**src/logic/cmd_integrity_regs.svh**
```systemverilog
// Constants for the host command integrity and error reporting link
`ifndef CMD_INTEGRITY_REGS_SVH
`define CMD_INTEGRITY_REGS_SVH
`define CMD_WRITE_SETTINGS    8'h03
`define CMD_READ_REG          8'h01
`define CMD_WRITE_REG         8'h02
`define ERR_NONE              8'h00
`define ERR_HARD_FAULT        8'h01
`define ERR_SERIAL_OVERFLOW   8'h02
`define ERR_BAD_CHECKSUM      8'h03
`define ERR_BAD_COMMAND       8'h04
`define ERR_FEW_PARAMS        8'h05
`define ERR_MANY_PARAMS       8'h06
`define ERR_BAD_PARAM         8'h07
`define ERR_BAD_REGISTER      8'h08
`define ERR_UNAUTHORIZED      8'h09
`define ERR_WATCHDOG          8'h0A
`define ERR_OUTPUT_OVERFLOW   8'h0B
`define ERR_BAUD_LOW          8'h0C
`define ERR_ERRBUF_OVERFLOW   8'hFF
`define CHAR_DOLLAR           8'h24
`define CHAR_STAR             8'h2A
`define CHAR_X                8'h58
`define IN_BUF_DEPTH          256
`define OUT_BUF_DEPTH         2048
`define CLK_PERIOD_NS         10
`define TURNAROUND_US         100
`define TURNAROUND_CYCLES     ((`TURNAROUND_US * 1000 + `CLK_PERIOD_NS - 1) / `CLK_PERIOD_NS)
`define RESTART_MS            50
`define RESTART_CYCLES        ((`RESTART_MS * 1000000) / `CLK_PERIOD_NS)
`endif

```
**src/logic/cmd_integrity_pkg.sv**
```systemverilog
// Types and functions for the command integrity link; dev_state_t and hex_val serve the device end only
package cmd_integrity_pkg;
  typedef enum logic [1:0] {
    CHECK_NONE = 2'b00,
    CHECK_XOR8 = 2'b01,
    CHECK_CRC16 = 2'b10
  } check_mode_t;

  typedef enum logic [2:0] {
    ST_IDLE  = 3'b000,
    ST_BODY  = 3'b001,
    ST_SUM   = 3'b010,
    ST_EXEC  = 3'b011,
    ST_REPLY = 3'b100,
    ST_DEAD  = 3'b101
  } dev_state_t;

  // One CRC step: swap, xor data, fold low nibble, shift 12, shift 5
  function automatic logic [15:0] crc_step(input logic [15:0] crc_in, input logic [7:0] data);
    logic [15:0] c;
    c = {crc_in[7:0], crc_in[15:8]};
    c = c ^ {8'h00, data};
    c = c ^ {12'h000, c[7:4]};
    c = c ^ {c[3:0], 12'h000};
    c = c ^ {3'b000, c[7:0], 5'b00000};
    return c;
  endfunction

  // Hex digit character to nibble
  function automatic logic [3:0] hex_val(input logic [7:0] ch);
    logic [3:0] v;
    v = 4'h0;
    if (ch >= 8'h30 && ch <= 8'h39) v = 4'(ch - 8'h30);
    else if (ch >= 8'h41 && ch <= 8'h46) v = 4'(ch - 8'h37);
    else if (ch >= 8'h61 && ch <= 8'h66) v = 4'(ch - 8'h57);
    return v;
  endfunction
endpackage

```
**src/logic/cmd_link_if.sv**
```systemverilog
// Byte stream link between host and device ends
`timescale 1ns/1ps
interface cmd_link_if;
  logic       req_valid;  // Host byte strobe
  logic [7:0] req_byte;   // Host byte
  logic       req_end;    // Last byte of request packet
  logic       rsp_valid;  // Device byte strobe
  logic [7:0] rsp_byte;   // Device byte
  logic       rsp_end;    // Last byte of response

  modport host (output req_valid, req_byte, req_end, input rsp_valid, rsp_byte, rsp_end);
  modport dev  (input req_valid, req_byte, req_end, output rsp_valid, rsp_byte, rsp_end);
endinterface

```
**src/logic/cmd_device.sv**
```systemverilog
// Device end: framing, integrity check, error classification and reply
`timescale 1ns/1ps
`include "cmd_integrity_regs.svh"

// Functional notes
// - Write settings answered 00 03 00 00
// - Host waits 100 us before response; here the host counts down but takes the reply as soon as it arrives
// - Reply header: zero, command, argument, error
// - Error reply carries no payload
// - Write to read-only register gives 8
// - Errors emit tag plus code
// - Hard fault reports 1, forces restart
// - Restart done within 50 ms
// - 256-char input overflow gives 2
// - Checksum or CRC mismatch gives 3
// - Unknown command gives 4
// - Parameter faults give 5, 6, 7
// - Unauthorized write gives 9
// - Watchdog reset reports 10 in 50ms
// - 2048-char output overflow gives 11
// - Baud too low gives 12
// - Error buffer overflow gives 255
// - Check mode: xor8, crc16 or none
// - All X digits bypass check
// - XOR of bytes between dollar and star
// - CRC16 CCITT as four hex characters
// - CRC step: swap, xor, shifts 4/12/5
module cmd_device
  import cmd_integrity_pkg::*;
#(
  parameter int RESTART_CYCLES = `RESTART_CYCLES
) (
  input  wire logic        core_clk,
  input  wire logic        rst,
  cmd_link_if.dev          link,
  input  wire check_mode_t check_mode,
  input  wire logic [7:0]  cmd_known_mask,
  input  wire logic [7:0]  cmd_min_params,
  input  wire logic [7:0]  cmd_max_params,
  input  wire logic        param_invalid,
  input  wire logic        reg_read_only,
  input  wire logic        reg_locked,
  input  wire logic        reg_exists,
  input  wire logic        hard_fault,
  input  wire logic        fatal_error,
  input  wire logic        out_push,
  input  wire logic        out_pop,
  input  wire logic        baud_short,
  input  wire logic        err_buf_full,
  output logic             err_valid,
  output logic [7:0]       err_code,
  output logic             restarting
);

  typedef struct packed {
    dev_state_t  state;
    logic [7:0]  cmd;
    logic [7:0]  arg;
    logic [7:0]  code;
    logic [1:0]  pos;
    logic [8:0]  in_count;
    logic [11:0] out_count;
    logic [7:0]  params;
    logic [7:0]  xor_acc;
    logic [15:0] crc_acc;
    logic [15:0] rx_sum;
    logic [2:0]  sum_digits;
    logic        all_x;
    logic        in_ovf;
    logic        rsp_valid;
    logic [7:0]  rsp_byte;
    logic        rsp_end;
    logic        err_valid;
    logic [7:0]  err_code;
    logic [31:0] restart_cnt;
    logic        restarting;
  } dev_regs_t;

  dev_regs_t r;
  dev_regs_t next_r;

  //----------------------------------------------------------
  // Next state
  //----------------------------------------------------------
  always_comb begin
    logic [7:0] b;
    logic [2:0] need;
    logic       mismatch;
    next_r = r;
    b = link.req_byte;
    need = (check_mode == CHECK_CRC16) ? 3'd4 : 3'd2;
    mismatch = 1'b0;
    next_r.rsp_valid = 1'b0;
    next_r.rsp_end = 1'b0;
    next_r.err_valid = 1'b0;
    // Output buffer occupancy; overflow reported
    if (out_push && !out_pop) begin
      if (r.out_count == 12'(`OUT_BUF_DEPTH)) begin
        next_r.err_valid = 1'b1;
        next_r.err_code = `ERR_OUTPUT_OVERFLOW;
      end else begin
        next_r.out_count = r.out_count + 12'h001;
      end
    end else if (out_pop && !out_push && r.out_count != 12'h000) begin
      next_r.out_count = r.out_count - 12'h001;
    end
    // Background faults
    if (baud_short) begin
      next_r.err_valid = 1'b1;
      next_r.err_code = `ERR_BAUD_LOW;
    end
    if (err_buf_full) begin
      next_r.err_valid = 1'b1;
      next_r.err_code = `ERR_ERRBUF_OVERFLOW;
    end
    case (r.state)
      ST_IDLE, ST_BODY: begin
        if (link.req_valid) begin
          if (b == `CHAR_DOLLAR) begin
            next_r.state = ST_BODY;
            next_r.xor_acc = 8'h00;
            next_r.crc_acc = 16'h0000;
            next_r.pos = 2'd0;
            next_r.in_count = 9'h000;
            next_r.in_ovf = 1'b0;
            next_r.params = 8'h00;
          end else if (r.state == ST_BODY) begin
            if (r.in_count == 9'(`IN_BUF_DEPTH)) next_r.in_ovf = 1'b1;
            else next_r.in_count = r.in_count + 9'h001;
            if (b == `CHAR_STAR) begin
              next_r.state = ST_SUM;
              next_r.sum_digits = 3'd0;
              next_r.all_x = 1'b1;
              next_r.rx_sum = 16'h0000;
            end else begin
              next_r.xor_acc = r.xor_acc ^ b;
              next_r.crc_acc = crc_step(r.crc_acc, b);
              if (b == 8'h2C) next_r.params = r.params + 8'h01;
              if (r.pos == 2'd0) next_r.cmd = b;
              if (r.pos == 2'd1) next_r.arg = b;
              if (r.pos != 2'd3) next_r.pos = r.pos + 2'd1;
            end
          end
        end
      end
      ST_SUM: begin
        if (check_mode == CHECK_NONE) begin
          next_r.state = ST_EXEC;
        end else if (link.req_valid) begin
          next_r.rx_sum = {r.rx_sum[11:0], hex_val(b)};
          next_r.all_x = r.all_x && (b == `CHAR_X);
          next_r.sum_digits = r.sum_digits + 3'd1;
          if (r.sum_digits + 3'd1 == need) next_r.state = ST_EXEC;
        end
      end
      ST_EXEC: begin
        if (check_mode == CHECK_XOR8) mismatch = r.rx_sum[7:0] != r.xor_acc;
        else if (check_mode == CHECK_CRC16) mismatch = r.rx_sum != r.crc_acc;
        if (r.all_x) mismatch = 1'b0;
        next_r.code = `ERR_NONE;
        if (r.in_ovf) next_r.code = `ERR_SERIAL_OVERFLOW;
        else if (check_mode != CHECK_NONE && mismatch) next_r.code = `ERR_BAD_CHECKSUM;
        else if (!cmd_known_mask[r.cmd[2:0]] || r.cmd[7:3] != 5'h00) next_r.code = `ERR_BAD_COMMAND;
        else if (r.params < cmd_min_params) next_r.code = `ERR_FEW_PARAMS;
        else if (r.params > cmd_max_params) next_r.code = `ERR_MANY_PARAMS;
        else if (param_invalid) next_r.code = `ERR_BAD_PARAM;
        else if (r.cmd == `CMD_WRITE_REG && (reg_read_only || !reg_exists)) next_r.code = `ERR_BAD_REGISTER;
        else if (r.cmd == `CMD_WRITE_REG && reg_locked) next_r.code = `ERR_UNAUTHORIZED;
        next_r.pos = 2'd0;
        next_r.state = ST_REPLY;
      end
      ST_REPLY: begin
        // Header only: zero, command, argument, error byte
        next_r.rsp_valid = 1'b1;
        case (r.pos)
          2'd0: next_r.rsp_byte = 8'h00;
          2'd1: next_r.rsp_byte = r.cmd;
          2'd2: next_r.rsp_byte = r.arg;
          default: next_r.rsp_byte = r.code;
        endcase
        next_r.pos = r.pos + 2'd1;
        if (r.pos == 2'd3) begin
          next_r.rsp_end = 1'b1;
          next_r.state = ST_IDLE;
          if (r.code != `ERR_NONE) begin
            next_r.err_valid = 1'b1;
            next_r.err_code = r.code;
          end
        end
      end
      ST_DEAD: begin
        // Forced restart countdown
        if (r.restart_cnt == 32'h0) begin
          next_r.restarting = 1'b0;
          next_r.state = ST_IDLE;
        end else begin
          next_r.restart_cnt = r.restart_cnt - 32'h1;
        end
      end
      default: next_r.state = ST_IDLE;
    endcase
    if (r.state != ST_DEAD && (hard_fault || fatal_error)) begin
      next_r.state = ST_DEAD;
      next_r.restarting = 1'b1;
      next_r.restart_cnt = 32'(RESTART_CYCLES - 1);
      next_r.err_valid = 1'b1;
      next_r.err_code = hard_fault ? `ERR_HARD_FAULT : `ERR_WATCHDOG;
    end
  end

  //----------------------------------------------------------
  // State register
  //----------------------------------------------------------
  always_ff @(posedge core_clk) begin
    if (rst) begin
      r <= '0;
    end else begin
      r <= next_r;
    end
  end

  assign link.rsp_valid = r.rsp_valid;
  assign link.rsp_byte  = r.rsp_byte;
  assign link.rsp_end   = r.rsp_end;
  assign err_valid      = r.err_valid;
  assign err_code       = r.err_code;
  assign restarting     = r.restarting;

endmodule // cmd_device

```
**src/flat_wrapper.sv**
```systemverilog
// flat-port wrapper written by rule: the top's interface ports become plain ports
module cmd_device_flat import cmd_integrity_pkg::*;
#(
  parameter int RESTART_CYCLES = `RESTART_CYCLES
)
  (core_clk, rst, check_mode, cmd_known_mask, cmd_min_params, cmd_max_params, param_invalid, reg_read_only, reg_locked, reg_exists, hard_fault, fatal_error, out_push, out_pop, baud_short, err_buf_full, err_valid, err_code, restarting, link_req_valid, link_req_byte, link_req_end, link_rsp_valid, link_rsp_byte, link_rsp_end);
  cmd_link_if link_i ();
  input  wire logic core_clk;
  input  wire logic rst;
  input  wire check_mode_t check_mode;
  input  wire logic [7:0] cmd_known_mask;
  input  wire logic [7:0] cmd_min_params;
  input  wire logic [7:0] cmd_max_params;
  input  wire logic param_invalid;
  input  wire logic reg_read_only;
  input  wire logic reg_locked;
  input  wire logic reg_exists;
  input  wire logic hard_fault;
  input  wire logic fatal_error;
  input  wire logic out_push;
  input  wire logic out_pop;
  input  wire logic baud_short;
  input  wire logic err_buf_full;
  output logic err_valid;
  output logic [7:0] err_code;
  output logic restarting;
  input wire logic [$bits(link_i.req_valid)-1:0] link_req_valid;
  input wire logic [$bits(link_i.req_byte)-1:0] link_req_byte;
  input wire logic [$bits(link_i.req_end)-1:0] link_req_end;
  output wire logic [$bits(link_i.rsp_valid)-1:0] link_rsp_valid;
  output wire logic [$bits(link_i.rsp_byte)-1:0] link_rsp_byte;
  output wire logic [$bits(link_i.rsp_end)-1:0] link_rsp_end;
  assign link_i.req_valid = link_req_valid;
  assign link_i.req_byte = link_req_byte;
  assign link_i.req_end = link_req_end;
  assign link_rsp_valid = link_i.rsp_valid;
  assign link_rsp_byte = link_i.rsp_byte;
  assign link_rsp_end = link_i.rsp_end;
  cmd_device #(.RESTART_CYCLES(RESTART_CYCLES)) u_core (.core_clk(core_clk), .rst(rst), .link(link_i), .check_mode(check_mode), .cmd_known_mask(cmd_known_mask), .cmd_min_params(cmd_min_params), .cmd_max_params(cmd_max_params), .param_invalid(param_invalid), .reg_read_only(reg_read_only), .reg_locked(reg_locked), .reg_exists(reg_exists), .hard_fault(hard_fault), .fatal_error(fatal_error), .out_push(out_push), .out_pop(out_pop), .baud_short(baud_short), .err_buf_full(err_buf_full), .err_valid(err_valid), .err_code(err_code), .restarting(restarting));
endmodule
```
**config.mk**
```make
export PLATFORM = sky130hd
export DESIGN_NAME = cmd_device_flat
export DESIGN_NICKNAME = d
export VERILOG_FILES = /design/src/logic/cmd_integrity_pkg.sv /design/src/logic/cmd_link_if.sv /design/src/logic/cmd_device.sv /design/src/flat_wrapper.sv
export VERILOG_INCLUDE_DIRS = /design/src /design/src/logic
export SDC_FILE = /design/constraint.sdc
export NUM_CORES = 1
export LEC_CHECK = 0
export ABC_AREA = 0
export BUFFER_PORTS_ARGS = -buffer_cell sky130_fd_sc_hd__buf_2
export CAP_MARGIN = 20
export CELL_PAD_IN_SITES_DETAIL_PLACEMENT = 0
export CELL_PAD_IN_SITES_GLOBAL_PLACEMENT = 1
export CORE_AREA = 2 2 139 141
export CTS_CLUSTER_DIAMETER = 100
export CTS_CLUSTER_SIZE = 8
export DETAILED_ROUTE_END_ITERATION = 7
export DIE_AREA = 0 0 141 143
export GPL_TIMING_DRIVEN = 0
export PLACE_DENSITY_LB_ADDON = 0.25
export SYNTH_ARGS = -nofsm -noshare
export SYNTH_HDL_FRONTEND = slang
export SYNTH_SLANG_ARGS = --single-unit
```
**constraint.sdc**
```tcl
create_clock -name core_clk -period 2.6 [get_ports core_clk]
set_input_delay 0 -clock core_clk [delete_from_list [all_inputs] [get_ports core_clk]]
set_output_delay 0 -clock core_clk [all_outputs]
set_load 0.02 [all_outputs]
```
# == Yosys cells after proc, flatten, opt, wreduce, memory -nomap -nowiden ==
# Cells that the tools add are included.
# totals
reg_bits,155
latchBits,0
ramBits,0
mem_bits_ro,0
in_bits,48
output_inout_bits,20
n_memories,0
# classes
add_sub_neg,10
n_mul,0
div_mod_pow,0
magnitude_cmp,9
eq_ne,47
shifts,0
mux,68
bitwise_logic,9
n_reduce_logical,51
# op_table
operator,n
$mux 32,3
$mux 20,4
$mux 8,9
$mux 19,3
$mux 9,6
$mux 53,1
$mux 42,1
$pmux 20 s2,1
$mux 12,3
$mux 11,3
$mux 33,1
$logic_not 32->1,1
$mux 16,2
$sub 32x1->32 const B,1
$mux 3,9
$eq 8x6->1 const B,3
$mux 4,6
$pmux 8 s3,1
$mux 21,1
$reduce_and 7->1,3
$ne 3x1->1 const B,6
$ge 8x7->1 const B,2
$le 8x7->1 const B,2
$ne 16x16->1,1
57 further kinds,121

# == Logic depth before layout (Yosys ltp) ==
# Gate-level depths: netlist (run 1).
# logic_depth
ltp_word,10
mapped_depth,11

# == Worst setup path after synthesis (run 1) ==
# No wires, ideal clock.
# synth_timing
path_kind,register to register
start,reg u_core.r[25] in the netlist's numbering
end,reg u_core.r[20] in the netlist's numbering
t_arrival_ns,2.165
slack_ns,0.302
stages_incl_launch_ff,9
path_buffers,1
path_cell_list,dfxtp_1 > or4_1 > buf_2 > nor4_1 > a31oi_1 > nand3b_1 > nor2_1 > xnor2_1 > a21oi_1
# synth_via
elab_chain_len,3
# synth_lines
item,line_no,source
from (decl),cmd_device.sv:79,dev_regs_t r;
from (signal assigned),cmd_device.sv:218,r <= next_r;
$logic_not 32->1,cmd_device.sv:193,if (r.restart_cnt == 32'h0) begin
$ne 2x2->1 (no line),--,
$reduce_and 2->1 (no line),--,
# Every way passes these cells.
# A chain may end at the register's enable or synchronous reset.

# == Worst setup path after layout (run 1) ==
# layout_timing
start,in link_req_byte[0]
end,reg u_core.r[60] in the netlist's numbering
# layout_via
elab_chain_len,8
word_cells_on_any_way,23
# layout_lines
item,line_no,source
from (decl),flat_wrapper.sv:28,input wire logic [$bits(link_i.req_byte)-1:0] link_req_byte;
$ge 8x7->1 / $le 8x7->1 (equally long branches),cmd_integrity_pkg.sv:35,else if (ch >= 8'h61 && ch <= 8'h66) v = 4'(ch - 8'h57);
$logic_and 1x1->1,cmd_integrity_pkg.sv:35,
$mux 4,cmd_integrity_pkg.sv:35,
$mux 4,cmd_integrity_pkg.sv:34,else if (ch >= 8'h41 && ch <= 8'h46) v = 4'(ch - 8'h37);
$mux 4,cmd_integrity_pkg.sv:33,if (ch >= 8'h30 && ch <= 8'h39) v = 4'(ch - 8'h30);
$mux 20,cmd_device.sv:149,end else if (link.req_valid) begin
$mux 20,cmd_device.sv:147,if (check_mode == CHECK_NONE) begin
$pmux 20 s2,cmd_device.sv:116,case (r.state)
# Several ways; a longest one is shown, not always the timed one. The select of a mux whose other input is x is not followed.

==> run_results.csv, run 1 <==
group,metric,value,unit
status,status,"complete, no violations",
drt,vias_per_cell,5.42,
sta,rsz0062_at_grt,"yes",
finish,num-fill-cells,1816,
setup_path,start_kind,"input port",
cts,cts.sinks,151,
cts,root_buffer,"clkbuf_16",
yosys,syn_inst,1013,
setup_path,arrival,2810,ps
floorplan,die_width,141,um
yosys,syn-num-nets,1102,
yosys,synth_area,0.00828,mm^2
yosys,synthArstFlopShare,0,%
setup_path,cp-end-kind,"flip-flop",
yosys,synth.distinct_cells,67,
yosys,yosys_warnings,0,
drt,antenna_left,0,
yosys,ys_seq_area_share,36.5,%
cts,clk_latency,430,ps
global_routing,grt-ovfl-total,0,
global_routing,grt_pass1_vias,6950,
yosys,ys_dominant_reg_cell,"dfxtp_1",
finish,fin_nets,1193,
hold_path,min_path_type,"input port to flip-flop",
setup_path,critical_path_required,2950,ps
floorplan,num_io_pins,68,
setup_path,r2r_slack,160,ps
drt,drt-initial-drc-count,427,
sta,skew,10.5,ps
sta,maxSlewViolCount,0,
floorplan,core,0.0186,mm^2
floorplan,core.rowCount,50,
floorplan,chipHeight,143,um
drt,num_vias,7329,
power,p_leak,3.87,nW
setup_path,critPathSlowestCell,"dlygate4sd3_1",
job,cap_violations,0,
setup_path,crit_cells,11,
sta,fmax,0.407,GHz
finish,area_growth,16.6,%
global_routing,grt_usage,21.9,%
setup_path,path_cells,"dlygate4sd3_1 > buf_2 > inv_1 > ha_1 > nand4b_1 > nand4_1 > nor2_1 > a21oi_2 > clkbuf_4 > or3_1 > a21oi_1",
sta,finalCritPeriodShare,94.6,%
power,cellPowerDensity,698,mW/mm^2
finish,layout-drive-gt1-share,13.2,%
drt,met2_length,9650,um
setup_path,reg2reg_from,"u_core.r[16]$_SDFFE_PP0N_",
drt,post_drt_wl_per_cell,15.9,um
drt,wl_met3,816,um
sta,setup_tns,0,ps
cts,tritoncts,"yes",
global_routing,antenna_found_initial,0,
drt,drc_errors,0,
setup_path,critPathBufInv,4,
cts,clk_pin_slew,60,ps
global_routing,grt_pass1_wl,34800,um
sta,finalSetupViolCount,0,
setup_path,reg2reg_to,"u_core.r[23]$_SDFFE_PP0P_",
setup_path,reg2reg_depth,8,
drt,routed.top_layer,"met4",
drt,drt-pass1-iter-count,5,
yosys,avgSynthCellArea,8.17,um^2
sta,hold_ws,75.3,ps
drt,wl_met1,10500,um
drt,postRouteWirelength,21500,um
cts,clock_path_buffers,2,
floorplan,die-area,0.0202,mm^2
yosys,synth_edf_count,0,
setup_path,cp_max_fo,10,
setup_path,crit_path_end,"u_core.r[60]$_SDFFE_PP0P_",
finish,diodes,0,
placed_design,dpl.hpwl,15800,um
sta,relSlewSlack,35.7,%
sta,finalCriticalPeriod,2460,ps
cts,cts_buffers,17,
placed_design,io_buffers,60,
yosys,synth_seq_cells,151,
floorplan,start_util,44.5,%
setup_path,crit_type,"input port to flip-flop",
setup_path,crit_family,"simple AND/OR/NAND/NOR gates",
sta,max_slew.worst_pin.slew,956,ps
setup_path,slowest_delay,510,ps
global_routing,grt_max_degree,17,
placed_design,gp_congestion,0.822,
cts,htreeDepth,4,
power,vdd_drop_max,0.497,mV
setup_path,critPathLaunch,"link_req_byte[0]",
sta,hold_viol_final,0,
-- worst min-delay path by stage --
stage | slack (ps) | start | end | depth (start not counted)
3_3_place_gp | 260 | hard_fault | u_core.err_code[3]$_SDFF_PP0_ | 2
2_1_floorplan | 110 | hard_fault | u_core.err_code[3]$_SDFF_PP0_ | 1
5_1_grt | 90 | link_req_valid | u_core.r[56]$_SDFFE_PP0P_ | 3
4_1_cts | 50 | link_req_valid | u_core.r[56]$_SDFFE_PP0P_ | 3
3_5_place_dp | 270 | hard_fault | u_core.err_code[3]$_SDFF_PP0_ | 2
6_report | 80 | out_push | u_core.r[116]$_SDFFE_PP0P_ | 5
-- sequential cells by signal (all words and copies together), names as in the netlist --
signal,count
u_core.restarting,1
u_core.link.rsp_end,1
u_core.r,131
u_core.err_valid,1
u_core.err_code,8
u_core.link.rsp_valid,1
u_core.link.rsp_byte,8
-- routing by layer --
metal	GRT usage, %	up-vias
met2	35.9	153
met5	0	-
met4	7.79	0
met1	29.2	3445
li1	-	3703
met3	3.89	28
-- cells by family after synthesis --
group / Yosys count / synth area share, %
buffers and inverters: 102 / 5.46
multiplexers: 17 / 2.36
XOR/XNOR: 103 / 10.9
AO/OA/AOI/OAI: 204 / 14.8
flip-flops: 151 / 36.5
AND/OR/NAND/NOR: 395 / 23.7
adder cells (fa/ha/maj): 41 / 6.29
-- cells in the final DEF (no fill, tap or decap), types with 8 or more instances in the layout --
master / count
dfxtp_1: 151
nor2_1: 122
a21oi_1: 109
nand2_1: 86
buf_2: 66
nand3_1: 57
xor2_1: 54
xnor2_1: 49
clkbuf_1: 40
ha_1: 40
inv_1: 36
o21ai_0: 30
nor3_1: 22
buf_4: 22
or3_1: 19
clkbuf_16: 17
nand4_1: 16
mux2i_1: 15
nor4_1: 14
nand3b_1: 8
a21o_1: 8
-- worst register-to-register path: stages (launching register included) --
cell and delay, ps:
dfxtp_1 350, or4_1 520, buf_2 180, or4_1 520
o211ai_2 220, or2_4 170, or3_1 110, xor2_1 150
a21oi_1 80
-- timing repair --
action                                  CTS  global route
resized for setup                         1            14
pin swaps                                 0             4
endpoints found under the setup margin    5            53
hold buffers                              7             0
buffers inserted                          0             6
endpoints found under the hold margin    16             0
-- cell type report --
cell class	instances	area, um^2	share of cell area (%)
buffer	65	319	3.31
clock buffer	22	474	4.91
clock inverter	10	141	1.46
inverter	36	135	1.40
multi-input combinational	760	4850	50.3
sequential	151	3020	31.3
tap	234	293	3.03
timing repair buffer	73	415	4.30
-- power by group --
| group | total [mW] | switching (mW) | internal (mW) |
|---|---|---|---|
| logic | 1.53 | 0.859 | 0.669 |
| registers | 2.61 | 0.139 | 2.47 |
| clock network | 2.60 | 1.01 | 1.59 |
| total | 6.73 | 2.01 | 4.73 |
-- Yosys cell counts, drive strengths merged (3+ instances only) --
library cell | number | area (um^2)
dfxtp | 151 | 3020
nor2 | 123 | 462
a21oi | 110 | 551
nand2 | 86 | 323
nand3 | 57 | 285
xor2 | 54 | 473
xnor2 | 49 | 429
clkbuf | 41 | 154
ha | 40 | 500
inv | 36 | 135
o21ai | 32 | 160
buf | 25 | 163
nor3 | 22 | 110
or3 | 21 | 134
nor4 | 18 | 143
nand4 | 16 | 100
mux2i | 15 | 150
a211oi | 8 | 65.1
a21o | 8 | 60.1
a31oi | 8 | 50.1
nand3b | 8 | 60.1
nand2b | 7 | 43.8
or4 | 6 | 48.8
nor2b | 5 | 31.3
a22oi | 4 | 30.0
a311oi | 4 | 35.0
and3 | 4 | 25.0
or2 | 4 | 27.5
a221o | 3 | 30.0
a41oi | 3 | 26.3
nand4b | 3 | 26.3
nor3b | 3 | 22.5
o211ai | 3 | 27.5
o21a | 3 | 22.5
o31ai | 3 | 22.5
-- metrics by stage --
stage	instance area, um^2	setup WS, ps	instances	power, mW	util [%]
final	9650	140	1351	6.73	51.9
after global routing	9650	-8.94	1351	7.11	51.9
after CTS	9560	35.2	1346	6.77	51.5
after detailed placement	8870	-107	1307	4.15	47.7
after global placement	8870	-152	1307	4.14	47.7
after floorplan	8280	302	1013	3.81	-
(Power assumes the default switching activity.)
==> inputs of run 2 (changes only) <==
--- a/config.mk
+++ b/config.mk
@@ -7,7 +7,7 @@
 export NUM_CORES = 1
 export LEC_CHECK = 0
 export ABC_AREA = 0
-export BUFFER_PORTS_ARGS = -buffer_cell sky130_fd_sc_hd__buf_2
+export BUFFER_PORTS_ARGS = -buffer_cell sky130_fd_sc_hd__buf_4
 export CAP_MARGIN = 20
 export CELL_PAD_IN_SITES_DETAIL_PLACEMENT = 0
 export CELL_PAD_IN_SITES_GLOBAL_PLACEMENT = 1
@@ -18,6 +18,7 @@
 export DIE_AREA = 0 0 141 143
 export GPL_TIMING_DRIVEN = 0
 export PLACE_DENSITY_LB_ADDON = 0.25
+export SLEW_MARGIN = 5
 export SYNTH_ARGS = -nofsm -noshare
 export SYNTH_HDL_FRONTEND = slang
 export SYNTH_SLANG_ARGS = --single-unit
==> run 2 against run 1 <==
  * Combinational power hardly changed
  * Fmax grew 1.0%
  * Worst hold slack worse by 29 ps
  * Core utilization grew 0.34 points
  * Global-route usage down 0.30 points
  * The flow now finishes with violations (DRC)
  * Sequential power about the same
  * Flip-flop and latch count is the same
  * Critical endpoint is now u_core.r[23]$_SDFFE_PP0P_
==> run_results.csv, run 2 (same netlist as run 1, synthesis figures left out) <==
group,metric,value,unit
finish,diodes,0,
sta,fmax,0.411,GHz
cts,tritoncts,"yes",
power,p_leak,3.88,nW
sta,hold_ws,46.1,ps
finish,fin_nets,1190,
global_routing,antenna_found_initial,0,
cts,clk_pin_slew,60,ps
placed_design,place_area,0.00902,mm^2
finish,largest_reg_flops,131,
cts,cts.sinks,151,
floorplan,start_util,44.5,%
finish,layout-drive-gt1-share,12.9,%
setup_path,slowest_delay,590,ps
cts,root_buffer,"clkbuf_16",
sta,hold_viol_final,0,
setup_path,r2r_slack,160,ps
power,swShare,30.6,%
power,pwr-share-seq,40.0,%
sta,max_slew.worst_pin.slew,888,ps
global_routing,grt_usage,21.6,%
sta,finalCriticalPeriod,2440,ps
cts,clk_latency,430,ps
sta,maxSlewViolCount,0,
status,status,"finished with violations",
drt,num_vias,7291,
hold_path,min_path_type,"input port to flip-flop",
global_routing,grt_max_degree,17,
power,power_frac_comb,23.7,%
floorplan,die_width,141,um
setup_path,crit_cells,7,
drt,drc_errors,3,
setup_path,arrival,2720,ps
sta,rsz0062_at_grt,"no",
placed_design,gp_congestion,0.814,
power,finalPower,6.52,mW
drt,vias_per_cell,5.41,
finish,final_cell_area,0.00971,mm^2
sta,skew,11.3,ps
global_routing,grt_pass1_vias,6817,
floorplan,core,0.0186,mm^2
power,intPower,4.52,mW
drt,post_drt_wl_per_cell,15.9,um
floorplan,core.rowCount,50,
finish,regMostFlops,"u_core.r",
cts,clock_path_buffers,2,
finish,num-fill-cells,1814,
setup_path,start_kind,"flip-flop",
finish,final_core_util,52.3,%
placed_design,dpl.hpwl,15900,um
hold_path,min_path_cells,3,
finish,layout_commonest_cell,"dfxtp_1",
finish,final_cell_mix,"dfxtp_1 (151), nor2_1 (122), a21oi_1 (109)",
global_routing,grt_pass1_wl,34400,um
job,cap_violations,0,
sta,finalSetupViolCount,0,
placed_design,io_buffers,60,
drt,antenna_left,0,
floorplan,num_io_pins,68,
cts,htreeDepth,4,
status,violations,"DRC",
drt,drt-initial-drc-count,373,
setup_path,cp-end-kind,"flip-flop",
sta,finalCritPeriodShare,93.7,%
floorplan,chipHeight,143,um
setup_path,crit_type,"flip-flop to flip-flop",
setup_path,critPathSlowestCell,"or4_4",
drt,drt-pass1-iter-count,8,
floorplan,die-area,0.0202,mm^2
setup_path,cp_max_fo,5,
power,vdd_drop_max,0.457,mV
setup_path,path_cells,"or4_4 > nor4_4 > o211ai_2 > or2_4 > or3_1 > xor2_1 > a21oi_1",
setup_path,crit_family,"simple AND/OR/NAND/NOR gates",
power,clock_power_share,36.3,%
sta,relSlewSlack,40.3,%
global_routing,grt-ovfl-total,0,
setup_path,critPathBufInv,0,
power,switching_power,1.99,mW
setup_path,critical_path_required,2890,ps
finish,area_growth,17.4,%
power,cellPowerDensity,671,mW/mm^2
drt,postRouteWirelength,21500,um
cts,cts_buffers,17,
setup_path,reg2reg_depth,7,
==> run 2: cell count changes in the layout (fill, tap and decap cells not counted), moves of 2 or more <==
cell and delta:
buf_4 +57, clkinv_4 +2, bufinv_16 -2, buf_2 -60, clkinv_2 +3
==> run 2: tightest hold or removal path: cells and delay by family <==
| family | cells | cell delay, ps |
|---|---|---|
| AO/OA/AOI/OAI | 1 | 60 |
| buffers and inverters | 1 | 210 |
| AND/OR/NAND/NOR | 1 | 150 |
==> run 2: area by class of cell <==
class | count | area (um^2) | area share [%]
inverters | 36 | 135 | 1.39
plain buffers | 65 | 319 | 3.28
flip-flops and latches | 151 | 3020 | 31.1
multi-input cells | 760 | 4840 | 49.9
well taps | 234 | 293 | 3.01
repair buffers | 70 | 543 | 5.59
clock inverters | 11 | 97.6 | 1.00
clock buffers | 21 | 460 | 4.74
==> run 2: power by group through the flow <==
stage          clock, mW  combinational [mW]  sequential (mW)
2_1_floorplan          0                1.19             2.62
3_3_place_gp           0                1.51             2.65
3_5_place_dp           0                1.52             2.65
4_1_cts             2.42                1.54             2.60
5_1_grt             2.50                1.74             2.63
6_report            2.37                1.54             2.61
==> run 2: layer usage <==
| metal | share of wire (%) | global-route usage, % |
|---|---|---|
| met4 | 1.6 | 6.89 |
| met5 | 0 | 0 |
| met2 | 46 | 35.5 |
| met3 | 3.8 | 3.42 |
| met1 | 49 | 29.3 |
==> run 2: final timing paths <==
path | from | endpoint
min reg2reg | u_core.r[138]$_SDFFE_PP0P_ | u_core.r[138]$_SDFFE_PP0P_
max | u_core.r[7]$_SDFFE_PP0N_ | u_core.r[23]$_SDFFE_PP0P_
max reg2reg | u_core.r[7]$_SDFFE_PP0N_ | u_core.r[23]$_SDFFE_PP0P_
min | link_req_valid | u_core.r[56]$_SDFFE_PP0P_
==> run 2: metrics by stage <==
| stage | TNS, ps | worst slack [ps] | instances |
|---|---|---|---|
| after floorplan | 0 | 302 | 1013 |
| after global placement | -2020 | -99.5 | 1307 |
| after detailed placement | -1510 | -93.7 | 1307 |
| after CTS | 0 | 70.3 | 1346 |
| after global routing | 0 | 5.35 | 1348 |
| final | 0 | 165 | 1348 |
==> run 2: timing repair <==
item,4_1_cts,5_1_grt
hold buffers,7,0
setup buffers,0,3
pin swaps,0,3
resized for setup,1,13
setup endpoints to repair,4,51
endpoints found under the hold margin,16,0
